## config.mk

```make
export PLATFORM = sky130hd
export DESIGN_NAME = vtd_top
export DESIGN_NICKNAME = d
export VERILOG_FILES = /design/src/hw/vtd_pkg.sv /design/src/hw/vtd_sync.sv /design/src/hw/vtd_settle.sv /design/src/hw/vtd_top.sv
export SDC_FILE = /design/constraint.sdc
export NUM_CORES = 1
export LEC_CHECK = 0
export ABC_CLOCK_PERIOD_IN_PS = 3700
export BUFFER_PORTS_ARGS = -buffer_cell sky130_fd_sc_hd__buf_4
export CAP_MARGIN = 25
export CORE_UTILIZATION = 45
export CTS_CLUSTER_SIZE = 14
export DETAILED_ROUTE_END_ITERATION = 7
export PLACE_DENSITY = 0.64
export SLEW_MARGIN = 10
export SYNTH_ARGS = -nofsm -noshare
export SYNTH_HDL_FRONTEND = slang
export SYNTH_SLANG_ARGS = --single-unit
```

## constraint.sdc

```tcl
create_clock -name clk -period 3.7 [get_ports clk]
set_input_delay 0 -clock clk [delete_from_list [all_inputs] [get_ports clk]]
set_output_delay 0 -clock clk [all_outputs]
set_load 0.02 [all_outputs]
```

## src/hw/vtd_pkg.sv

```systemverilog
// Purpose: shared constants and types for the voltage trip detect control block
// Assumes: 100 MHz system clock, byte-wide register port
// Notes: register offsets are word indices on the plain register port
package vtd_pkg;
  localparam int unsigned CLK_HZ = 100_000_000;
  localparam int unsigned ADDR_W = 4;
  localparam int unsigned DATA_W = 8;

  // register offsets
  localparam logic [3:0] OFS_CONTROL = 4'h0;
  localparam logic [3:0] OFS_MASTER = 4'h1;
  localparam logic [3:0] OFS_FLAGS = 4'h2;
  localparam logic [3:0] OFS_ENABLES = 4'h3;
  localparam logic [3:0] OFS_PRIORITIES = 4'h4;

  // control register fields
  localparam int unsigned CTL_DIR_BIT = 7;
  localparam int unsigned CTL_BGS_BIT = 6;
  localparam int unsigned CTL_RSTB_BIT = 5;
  localparam int unsigned CTL_EN_BIT = 4;
  localparam int unsigned CTL_LVL_MSB = 3;
  localparam int unsigned CTL_LVL_LSB = 0;
  localparam logic [3:0] LVL_EXTERNAL = 4'hf;
  localparam logic [3:0] LVL_RESET = 4'h4;
  localparam int unsigned LVL_COUNT = 16;

  // flag / enable / priority bit of the trip event, global enable bit
  localparam int unsigned TRIP_BIT = 2;
  localparam int unsigned GIE_BIT = 7;

  // reset values
  localparam logic [7:0] CONTROL_RESET = 8'h04;
  localparam logic [7:0] MASTER_RESET = 8'h00;
  localparam logic [7:0] FLAGS_RESET = 8'h00;
  localparam logic [7:0] ENABLES_RESET = 8'h00;
  localparam logic [7:0] PRIORITIES_RESET = 8'h00;

  // reference settle time and its cycle count, rounded up (a least time)
  localparam int unsigned SETTLE_NS = 1000;
  localparam int unsigned SETTLE_CYC = (SETTLE_NS * (CLK_HZ / 1_000_000) + 999) / 1000;
  localparam int unsigned SETTLE_W = 8;

  typedef struct packed {
    logic wr;
    logic rd;
    logic [3:0] addr;
    logic [7:0] wdata;
  } vtd_bus_s;

  typedef struct packed {
    logic dir;
    logic en;
    logic [3:0] lvl;
  } vtd_cfg_s;

  typedef enum logic [2:0] {
    ST_OFF = 3'b001,
    ST_SETTLE = 3'b010,
    ST_ARMED = 3'b100
  } vtd_state_e;

  function automatic logic vtd_hit(input logic [3:0] a, input logic [3:0] ofs);
    return a == ofs;
  endfunction
endpackage

```

## src/hw/vtd_sync.sv

```systemverilog
// Purpose: two-stage synchroniser for the comparator level
// Assumes: input asynchronous to clk
// Notes: first stage feeds only the second
`timescale 1ns/1ps
module vtd_sync (
  // clock and reset
  input wire logic clk,
  input wire logic rst,
  // level
  input wire logic async_in,
  output logic sync_out
);
  logic meta;
  logic next_meta;
  logic next_sync_out;

  always_comb begin
    next_meta = async_in;
    next_sync_out = meta;
  end

  always_ff @(posedge clk or posedge rst) begin
    if (rst) begin
      meta <= 1'b0;
      sync_out <= 1'b0;
    end else begin
      meta <= next_meta;
      sync_out <= next_sync_out;
    end
  end
endmodule

```

## src/hw/vtd_settle.sv

```systemverilog
// Purpose: reference settle timer, counts from enable to stable
// Assumes: fixed time constant, so the interval does not follow software clock settings
// Notes: restarts whenever the detector is disabled
`timescale 1ns/1ps
module vtd_settle (
  // clock and reset
  input wire logic clk,
  input wire logic rst,
  // control
  input wire logic enable,
  output logic stable
);
  localparam logic [7:0] LAST = 8'(vtd_pkg::SETTLE_CYC - 1);
  logic [7:0] cnt;
  logic [7:0] next_cnt;
  logic next_stable;

  always_comb begin
    next_cnt = cnt;
    next_stable = stable;
    if (!enable) begin
      next_cnt = 8'h00;
      next_stable = 1'b0;
    end else if (!stable) begin
      if (cnt == LAST) begin
        next_stable = 1'b1;
      end else begin
        next_cnt = cnt + 8'h01;
      end
    end
  end

  always_ff @(posedge clk or posedge rst) begin
    if (rst) begin
      cnt <= 8'h00;
      stable <= 1'b0;
    end else begin
      cnt <= next_cnt;
      stable <= next_stable;
    end
  end
endmodule

```

## src/hw/vtd_top.sv

```systemverilog
// Purpose: control, flag and wake logic around a supply voltage trip comparator
// Assumes: comparator result is high while the monitored voltage is above the trip point
// Notes: analog divider and reference live outside; this block drives the tap select
//
// Overview of operation
// - software picks one of sixteen trip points
// - level all ones selects external trip input
// - crossing in chosen direction sets trip flag
// - no flag until reference stable is set
// - settle time fixed, crossings then may be missed
// - detector runs in sleep and wakes device
// - vector only when global enable set
// - reset returns registers, detector disabled
// - direction one high detect, zero low
// - module active only while enable set
// - reference stable bit is read only status
// - cleared direction watches drop, set watches rise
//
// Implementation choices: the register addresses and the plain strobed port.
`timescale 1ns/1ps
module vtd_top (
  // clock and reset
  input wire logic clk,
  input wire logic rst,
  // register port
  input wire logic [3:0] reg_addr,
  input wire logic [7:0] reg_wdata,
  input wire logic reg_wr,
  input wire logic reg_rd,
  output logic [7:0] reg_rdata,
  // analog side
  input wire logic comp_above,
  input wire logic bandgap_stable,
  output logic detector_enable,
  output logic [3:0] tap_select,
  output logic external_trip_input_sel,
  // system side
  input wire logic sleeping,
  output logic wake,
  output logic irq,
  output logic irq_vector
);
  vtd_pkg::vtd_bus_s bus;
  vtd_pkg::vtd_cfg_s cfg;
  vtd_pkg::vtd_cfg_s next_cfg;
  vtd_pkg::vtd_state_e state;
  vtd_pkg::vtd_state_e next_state;
  logic [7:0] master;
  logic [7:0] next_master;
  logic [7:0] flags;
  logic [7:0] next_flags;
  logic [7:0] enables;
  logic [7:0] next_enables;
  logic [7:0] prios;
  logic [7:0] next_prios;
  logic [7:0] next_rdata;
  logic bg_stable;
  logic next_bg_stable;
  logic cmp_sync;
  logic cmp_prev;
  logic ref_stable;
  logic crossing;
  logic trip_set;
  logic next_irq;
  logic next_wake;
  logic next_vector;
  logic next_enable_out;
  logic [3:0] next_tap;
  logic next_ext;

  assign bus = '{wr: reg_wr, rd: reg_rd, addr: reg_addr, wdata: reg_wdata};

  vtd_sync u_sync (
    .clk(clk),
    .rst(rst),
    .async_in(comp_above),
    .sync_out(cmp_sync)
  );

  // timer is cleared by the enable, so each enable waits the full interval
  vtd_settle u_settle (
    .clk(clk),
    .rst(rst),
    .enable(cfg.en),
    .stable(ref_stable)
  );

  // state: off, settling, armed
  always_comb begin
    next_state = state;
    case (state)
      vtd_pkg::ST_OFF: begin
        if (cfg.en) begin
          next_state = vtd_pkg::ST_SETTLE;
        end
      end
      vtd_pkg::ST_SETTLE: begin
        if (!cfg.en) begin
          next_state = vtd_pkg::ST_OFF;
        end else if (ref_stable) begin
          next_state = vtd_pkg::ST_ARMED;
        end
      end
      vtd_pkg::ST_ARMED: begin
        if (!cfg.en) begin
          next_state = vtd_pkg::ST_OFF;
        end
      end
      default: begin
        next_state = vtd_pkg::ST_OFF;
      end
    endcase
  end

  // crossing: a rise with direction set, a drop with it cleared
  always_comb begin
    if (cfg.dir) begin
      crossing = cmp_sync && !cmp_prev;
    end else begin
      crossing = !cmp_sync && cmp_prev;
    end
    // excursions while settling are dropped
    trip_set = crossing && (state == vtd_pkg::ST_ARMED) && cfg.en;
  end

  // registers
  always_comb begin
    next_cfg = cfg;
    next_master = master;
    next_enables = enables;
    next_prios = prios;
    next_flags = flags;
    next_bg_stable = bandgap_stable;
    if (bus.wr) begin
      if (vtd_pkg::vtd_hit(bus.addr, vtd_pkg::OFS_CONTROL)) begin
        // status bits 6 and 5 ignore writes
        next_cfg.dir = bus.wdata[vtd_pkg::CTL_DIR_BIT];
        next_cfg.en = bus.wdata[vtd_pkg::CTL_EN_BIT];
        next_cfg.lvl = bus.wdata[vtd_pkg::CTL_LVL_MSB:vtd_pkg::CTL_LVL_LSB];
      end
      if (vtd_pkg::vtd_hit(bus.addr, vtd_pkg::OFS_MASTER)) begin
        next_master = bus.wdata;
      end
      if (vtd_pkg::vtd_hit(bus.addr, vtd_pkg::OFS_ENABLES)) begin
        next_enables = bus.wdata;
      end
      if (vtd_pkg::vtd_hit(bus.addr, vtd_pkg::OFS_PRIORITIES)) begin
        next_prios = bus.wdata;
      end
      if (vtd_pkg::vtd_hit(bus.addr, vtd_pkg::OFS_FLAGS)) begin
        next_flags = flags & ~bus.wdata;
      end
    end
    // set wins over a clear in the same cycle
    if (trip_set) begin
      next_flags[vtd_pkg::TRIP_BIT] = 1'b1;
    end
  end

  // read data and outputs
  always_comb begin
    next_rdata = 8'h00;
    if (bus.rd) begin
      case (bus.addr)
        vtd_pkg::OFS_CONTROL: begin
          next_rdata = {cfg.dir, bg_stable, ref_stable, cfg.en, cfg.lvl};
        end
        vtd_pkg::OFS_MASTER: begin
          next_rdata = master;
        end
        vtd_pkg::OFS_FLAGS: begin
          next_rdata = flags;
        end
        vtd_pkg::OFS_ENABLES: begin
          next_rdata = enables;
        end
        vtd_pkg::OFS_PRIORITIES: begin
          next_rdata = prios;
        end
        default: begin
          next_rdata = 8'h00;
        end
      endcase
    end
    next_enable_out = next_cfg.en;
    next_ext = next_cfg.en && (next_cfg.lvl == vtd_pkg::LVL_EXTERNAL);
    next_tap = next_cfg.lvl;
    next_irq = |(next_flags & next_enables);
    // wake from sleep needs only the local enable, vector also the global one
    next_wake = sleeping && next_irq;
    next_vector = next_irq && next_master[vtd_pkg::GIE_BIT];
  end

  always_ff @(posedge clk or posedge rst) begin
    if (rst) begin
      state <= vtd_pkg::ST_OFF;
      cfg <= '{dir: 1'b0, en: 1'b0, lvl: vtd_pkg::LVL_RESET};
      master <= vtd_pkg::MASTER_RESET;
      flags <= vtd_pkg::FLAGS_RESET;
      enables <= vtd_pkg::ENABLES_RESET;
      prios <= vtd_pkg::PRIORITIES_RESET;
      bg_stable <= 1'b0;
      cmp_prev <= 1'b0;
      reg_rdata <= 8'h00;
      detector_enable <= 1'b0;
      tap_select <= vtd_pkg::LVL_RESET;
      external_trip_input_sel <= 1'b0;
      irq <= 1'b0;
      wake <= 1'b0;
      irq_vector <= 1'b0;
    end else begin
      state <= next_state;
      cfg <= next_cfg;
      master <= next_master;
      flags <= next_flags;
      enables <= next_enables;
      prios <= next_prios;
      bg_stable <= next_bg_stable;
      cmp_prev <= cmp_sync;
      reg_rdata <= next_rdata;
      detector_enable <= next_enable_out;
      tap_select <= next_tap;
      external_trip_input_sel <= next_ext;
      irq <= next_irq;
      wake <= next_wake;
      irq_vector <= next_vector;
    end
  end

  a_flag_needs_armed: assert property (@(posedge clk) disable iff (rst)
    $rose(flags[vtd_pkg::TRIP_BIT]) |-> $past(state) == vtd_pkg::ST_ARMED)
    else $error("trip flag set before reference stable");

  a_flag_sticky: assert property (@(posedge clk) disable iff (rst)
    flags[vtd_pkg::TRIP_BIT] && !(bus.wr && bus.addr == vtd_pkg::OFS_FLAGS && bus.wdata[vtd_pkg::TRIP_BIT])
    |=> flags[vtd_pkg::TRIP_BIT])
    else $error("trip flag lost without clear");

  a_trip_sets_flag: assert property (@(posedge clk) disable iff (rst)
    trip_set |=> flags[vtd_pkg::TRIP_BIT])
    else $error("crossing did not set flag");

  a_low_dir_drop: assert property (@(posedge clk) disable iff (rst)
    state == vtd_pkg::ST_ARMED && cfg.en && !cfg.dir && !cmp_sync && cmp_prev |=> flags[vtd_pkg::TRIP_BIT])
    else $error("drop missed in low detect");

  a_high_dir_rise: assert property (@(posedge clk) disable iff (rst)
    state == vtd_pkg::ST_ARMED && cfg.en && cfg.dir && cmp_sync && !cmp_prev |=> flags[vtd_pkg::TRIP_BIT])
    else $error("rise missed in high detect");

  a_external_select: assert property (@(posedge clk) disable iff (rst)
    external_trip_input_sel |-> detector_enable && tap_select == vtd_pkg::LVL_EXTERNAL)
    else $error("external input selected wrongly");

  // the enable output is a registered copy of the enable bit, the state follows a cycle later
  a_enable_follows: assert property (@(posedge clk) disable iff (rst)
    !cfg.en |-> !detector_enable ##1 state != vtd_pkg::ST_ARMED)
    else $error("detector active while disabled");

  // a same-cycle write to the enables register decides, so look at its next value
  a_wake_sleep: assert property (@(posedge clk) disable iff (rst)
    sleeping && trip_set && next_enables[vtd_pkg::TRIP_BIT] |=> wake)
    else $error("no wake on trip in sleep");

  a_vector_gated: assert property (@(posedge clk) disable iff (rst)
    irq_vector |-> irq && $past(next_master[vtd_pkg::GIE_BIT]))
    else $error("vector without global enable");

  a_tap_follows: assert property (@(posedge clk) disable iff (rst)
    bus.wr && bus.addr == vtd_pkg::OFS_CONTROL
    |=> tap_select == $past(bus.wdata[vtd_pkg::CTL_LVL_MSB:vtd_pkg::CTL_LVL_LSB]))
    else $error("tap select not taken from level field");

  a_external_selected: assert property (@(posedge clk) disable iff (rst)
    detector_enable && tap_select == vtd_pkg::LVL_EXTERNAL |-> external_trip_input_sel)
    else $error("external input not selected");

  // stable may only rise once the enable has stood for the whole interval
  a_settle_time: assert property (@(posedge clk) disable iff (rst)
    $rose(ref_stable) |-> $past(cfg.en, vtd_pkg::SETTLE_CYC))
    else $error("reference stable too early");

  a_stable_readback: assert property (@(posedge clk) disable iff (rst)
    bus.rd && bus.addr == vtd_pkg::OFS_CONTROL |=> reg_rdata[vtd_pkg::CTL_RSTB_BIT] == $past(ref_stable))
    else $error("stable bit not shown on read");

  a_disable_unsettles: assert property (@(posedge clk) disable iff (rst)
    !cfg.en |=> !ref_stable)
    else $error("reference stable while disabled");

  a_irq_level: assert property (@(posedge clk) disable iff (rst)
    (flags & enables) != 8'h00 && !bus.wr |=> irq)
    else $error("interrupt missing for enabled flag");

  a_awake_no_wake: assert property (@(posedge clk) disable iff (rst)
    !sleeping |=> !wake)
    else $error("wake raised while awake");

  // a clear only loses against a crossing in the same cycle
  a_clear_works: assert property (@(posedge clk) disable iff (rst)
    bus.wr && bus.addr == vtd_pkg::OFS_FLAGS && bus.wdata[vtd_pkg::TRIP_BIT] && !trip_set
    |=> !flags[vtd_pkg::TRIP_BIT])
    else $error("trip flag not cleared");

  // low detect must not react to a rise
  a_low_ignores_rise: assert property (@(posedge clk) disable iff (rst)
    cfg.en && !cfg.dir && cmp_sync && !cmp_prev && !flags[vtd_pkg::TRIP_BIT]
    |=> !flags[vtd_pkg::TRIP_BIT])
    else $error("rise tripped in low detect");
endmodule

```

==> reports/qor.yml <==
sta:
  finClkSkew_ns: 0.0112
  min_period_ns: 1.69
  worst_pin_slew_ns: 0.824
  rsz0062_at_grt: "false"
  finalCritPeriodShare_pct: 45.7
  maxSlewViolCount: 0
  holdWs_ns: 0.0791
  max_freq_mhz: 592
  hold_viol_final: 0
  slew_headroom_pct: 45.0
  tns_ns: 0
  setup_viol: 0
logic_synthesis:
  ys_ff_latch: 66
  yosys_warnings: 0
  synth_nets: 260
  synthFlopType: "dfrtp_1"
  synth.avg_cell_area_um2: 12.5
  synth-edff-count: 0
  async_reset_ff_share_pct: 100
  synth_top_area_share_pct: 53.3
  synth_cell_types: 47
  yosysTopAreaCell: "dfrtp_1"
  syn_inst: 240
  ys_seq_area_share_pct: 55.0
  netlist_area_mm2: 0.00301
  yosys-top-cells-area: "dfrtp_1 (53%), mux2_2 (8.2%), mux2_1 (4.1%)"
detailed_routing:
  drtIter0Drc: 161
  wl_um: 6200
  drcViolationCount: 0
  viasPerCell: 5.60
  ant_nets: 0
  vias: 2082
  wire_per_inst_um: 16.7
  dr.pass1.iters: 7
finish:
  diodes: 0
  area_growth_pct: 21.4
  final_nets: 310
  finish.utilization_pct: 57.1
  fillers: 544
  drive_gt1_share_pct: 29.5
  final_cells: 372
  final_common_cell: "dfrtp_1"
  final_cell_mix: "dfrtp_1 (64), buf_4 (36), mux2_2 (22), nand2_1 (18), nor2_1 (18)"
power:
  seqPwrFrac_pct: 49.0
  p_per_area_mw_per_mm2: 505
  internal_power_mw: 1.35
  vdd_ir_drop_max_uv: 312
  p_clk_share_pct: 35.8
  switchingPower_mw: 0.494
  swShare_pct: 26.8
  p_leak_nw: 1.63
  comb_power_share_pct: 15.2
die:
  die-area_mm2: 0.00701
  initial_utilization_pct: 47.1
  rows: 29
  die_h_um: 83.7
  die-width_um: 83.7
  core-area_mm2: 0.00639
  ios: 36
critical_path:
  cp_data_arrival_time_ns: 1.89
  cp-end-kind: "register"
  crit_fanout: 5
  path_class: "reg -> reg"
  critPathRequiredTime_ns: 3.90
  crit_buf_inv: 0
  critPathLaunchType: "register"
  path_delay_family: "compound AO/OA/AOI/OAI gates"
  crit_chain: "nand2b_1 -> nor2_1 -> a22o_1 -> a2111oi_4 -> a21boi_1"
  crit_path_max_incr_delay_ns: 0.57
  worst_path_max_delay_cell: "dfstp_2"
global_routing:
  antenna_found_initial: 0
  grt_usage_pct: 19.5
  grt_max_degree: 41
  grt_first_pass_wirelength_um: 10300
  grt_pass1_vias: 1981
  overflow: 0
clock_tree:
  h-tree-depth: 3
  cts-root-buf: "clkbuf_8"
  path_clk_slew_ns: 0.07
  cts_buffers: 9
  cts_tree: "done"
  clock-sinks: 66
  clk_path_buf_depth: 2
  clk_latency_ns: 0.35
placed_design:
  dp.cells: 344
  gp_congestion: 0.814
  dp_hpwl_um: 4290
  port_buffers: 35
outcome:
  status: "finished, final reports clean"
min_path:
  hold_path_class: "in -> reg"
run:
  drv_cap: 0
-- worst register-to-register path, stage by stage, from the launching register on --
cell and delay [ns]:
dfstp_2 0.57, nand2b_1 0.13, nor2_1 0.06, a22o_1 0.24
a2111oi_4 0.43, a21boi_1 0.12
-- sequential cells by signal, summed over array words and instances, names as in the netlist, 3 cells and up --
register / count
state: 3
master: 8
prios: 8
flags: 8
cfg: 6
reg_rdata: 8
enables: 8
u_settle.cnt: 8
-- power groups by stage --
stage	registers, mW	clock network, mW	logic [mW]
floorplan	0.893	0	0.206
global placement	0.915	0	0.265
detailed placement	0.917	0	0.271
CTS	0.904	0.675	0.282
global route	0.918	0.713	0.307
finish	0.904	0.659	0.280
-- stage by stage --
step                      setup slack [ns]  area (um^2)  total power, mW
after floorplan                       2.05         3010             1.10
after global placement                1.94         3310             1.18
after detailed placement              1.93         3310             1.19
after CTS                             1.98         3650             1.86
after global routing                  1.91         3650             1.94
final                                 2.01         3650             1.84
-- cells in the mapped netlist, drive strengths merged, types with 2 or more instances --
master / number
nand2b: 3
xnor2: 5
buf: 8
mux2: 34
a21oi: 3
xor2: 2
a2111oi: 2
a222oi: 9
nand2: 20
nand4: 2
inv: 3
nand3: 3
nand3b: 2
o211ai: 2
and2: 6
a21boi: 11
dfstp: 2
o21ai: 9
o22ai: 3
nor2: 20
a22o: 9
nor4b: 2
dfrtp: 64
nor2b: 2
-- logic make-up (layout without fill, tap and decap cells) --
| logic type | after synthesis | in the layout | share of synthesized area (%) |
|---|---|---|---|
| xor gates and xnor gates | 7 | 7 | 2.04 |
| DFF | 66 | 66 | 55.0 |
| AOI/OAI and AO/OA | 51 | 51 | 13.8 |
| muxes | 35 | 35 | 13.2 |
| adders and majority gates | 1 | 1 | 0.416 |
| and+or+nand+nor | 68 | 68 | 13.1 |
| buffers and inverters | 12 | 67 | 2.41 |
-- routing by layer --
layer,vias up,wire length [um],global-route usage (%)
li1,984,-,-
met2,76,2810,27.6
met4,0,53,5.08
met5,-,0,0
met3,5,318,7.72
met1,1017,3010,27.8
-- what timing repair did --
| item | 4_1_cts | 5_1_grt |
|---|---|---|
| endpoints found under the setup margin | 0 | 0 |
| buffers inserted | 0 | 0 |
| hold buffers | 12 | 0 |
| hold endpoints to repair | 76 | 0 |
| resized for setup | 0 | 0 |
-- final timing paths --
check | cells after the start | endpoint | startpoint | slack [ns]
worst min-delay path | 3 | enables[3] | reg_addr[0] | 0.08
max in group asynchronous | 4 | state[0] | rst | 2.43
worst max register to register | 5 | wake | state[0] | 2.01
worst max-delay path | 5 | wake | state[0] | 2.01
min in group asynchronous | 3 | master[4] | rst | 0.37
worst min register to register | 0 | u_sync.sync_out | u_sync.meta | 0.35
-- area by class of cell --
cell class                 instances  area [um^2]  share of cell area (%)
sequential                        66         1650                    45.3
clock inverter                     7         93.8                    2.57
tap                               77         96.3                    2.64
inverter                           3         11.3                   0.309
clock buffer                       9          124                    3.40
multi-input combinational        162         1280                    35.0
timing repair buffer              48          390                    10.7
No activity file was read; power rests on OpenSTA's default activity.
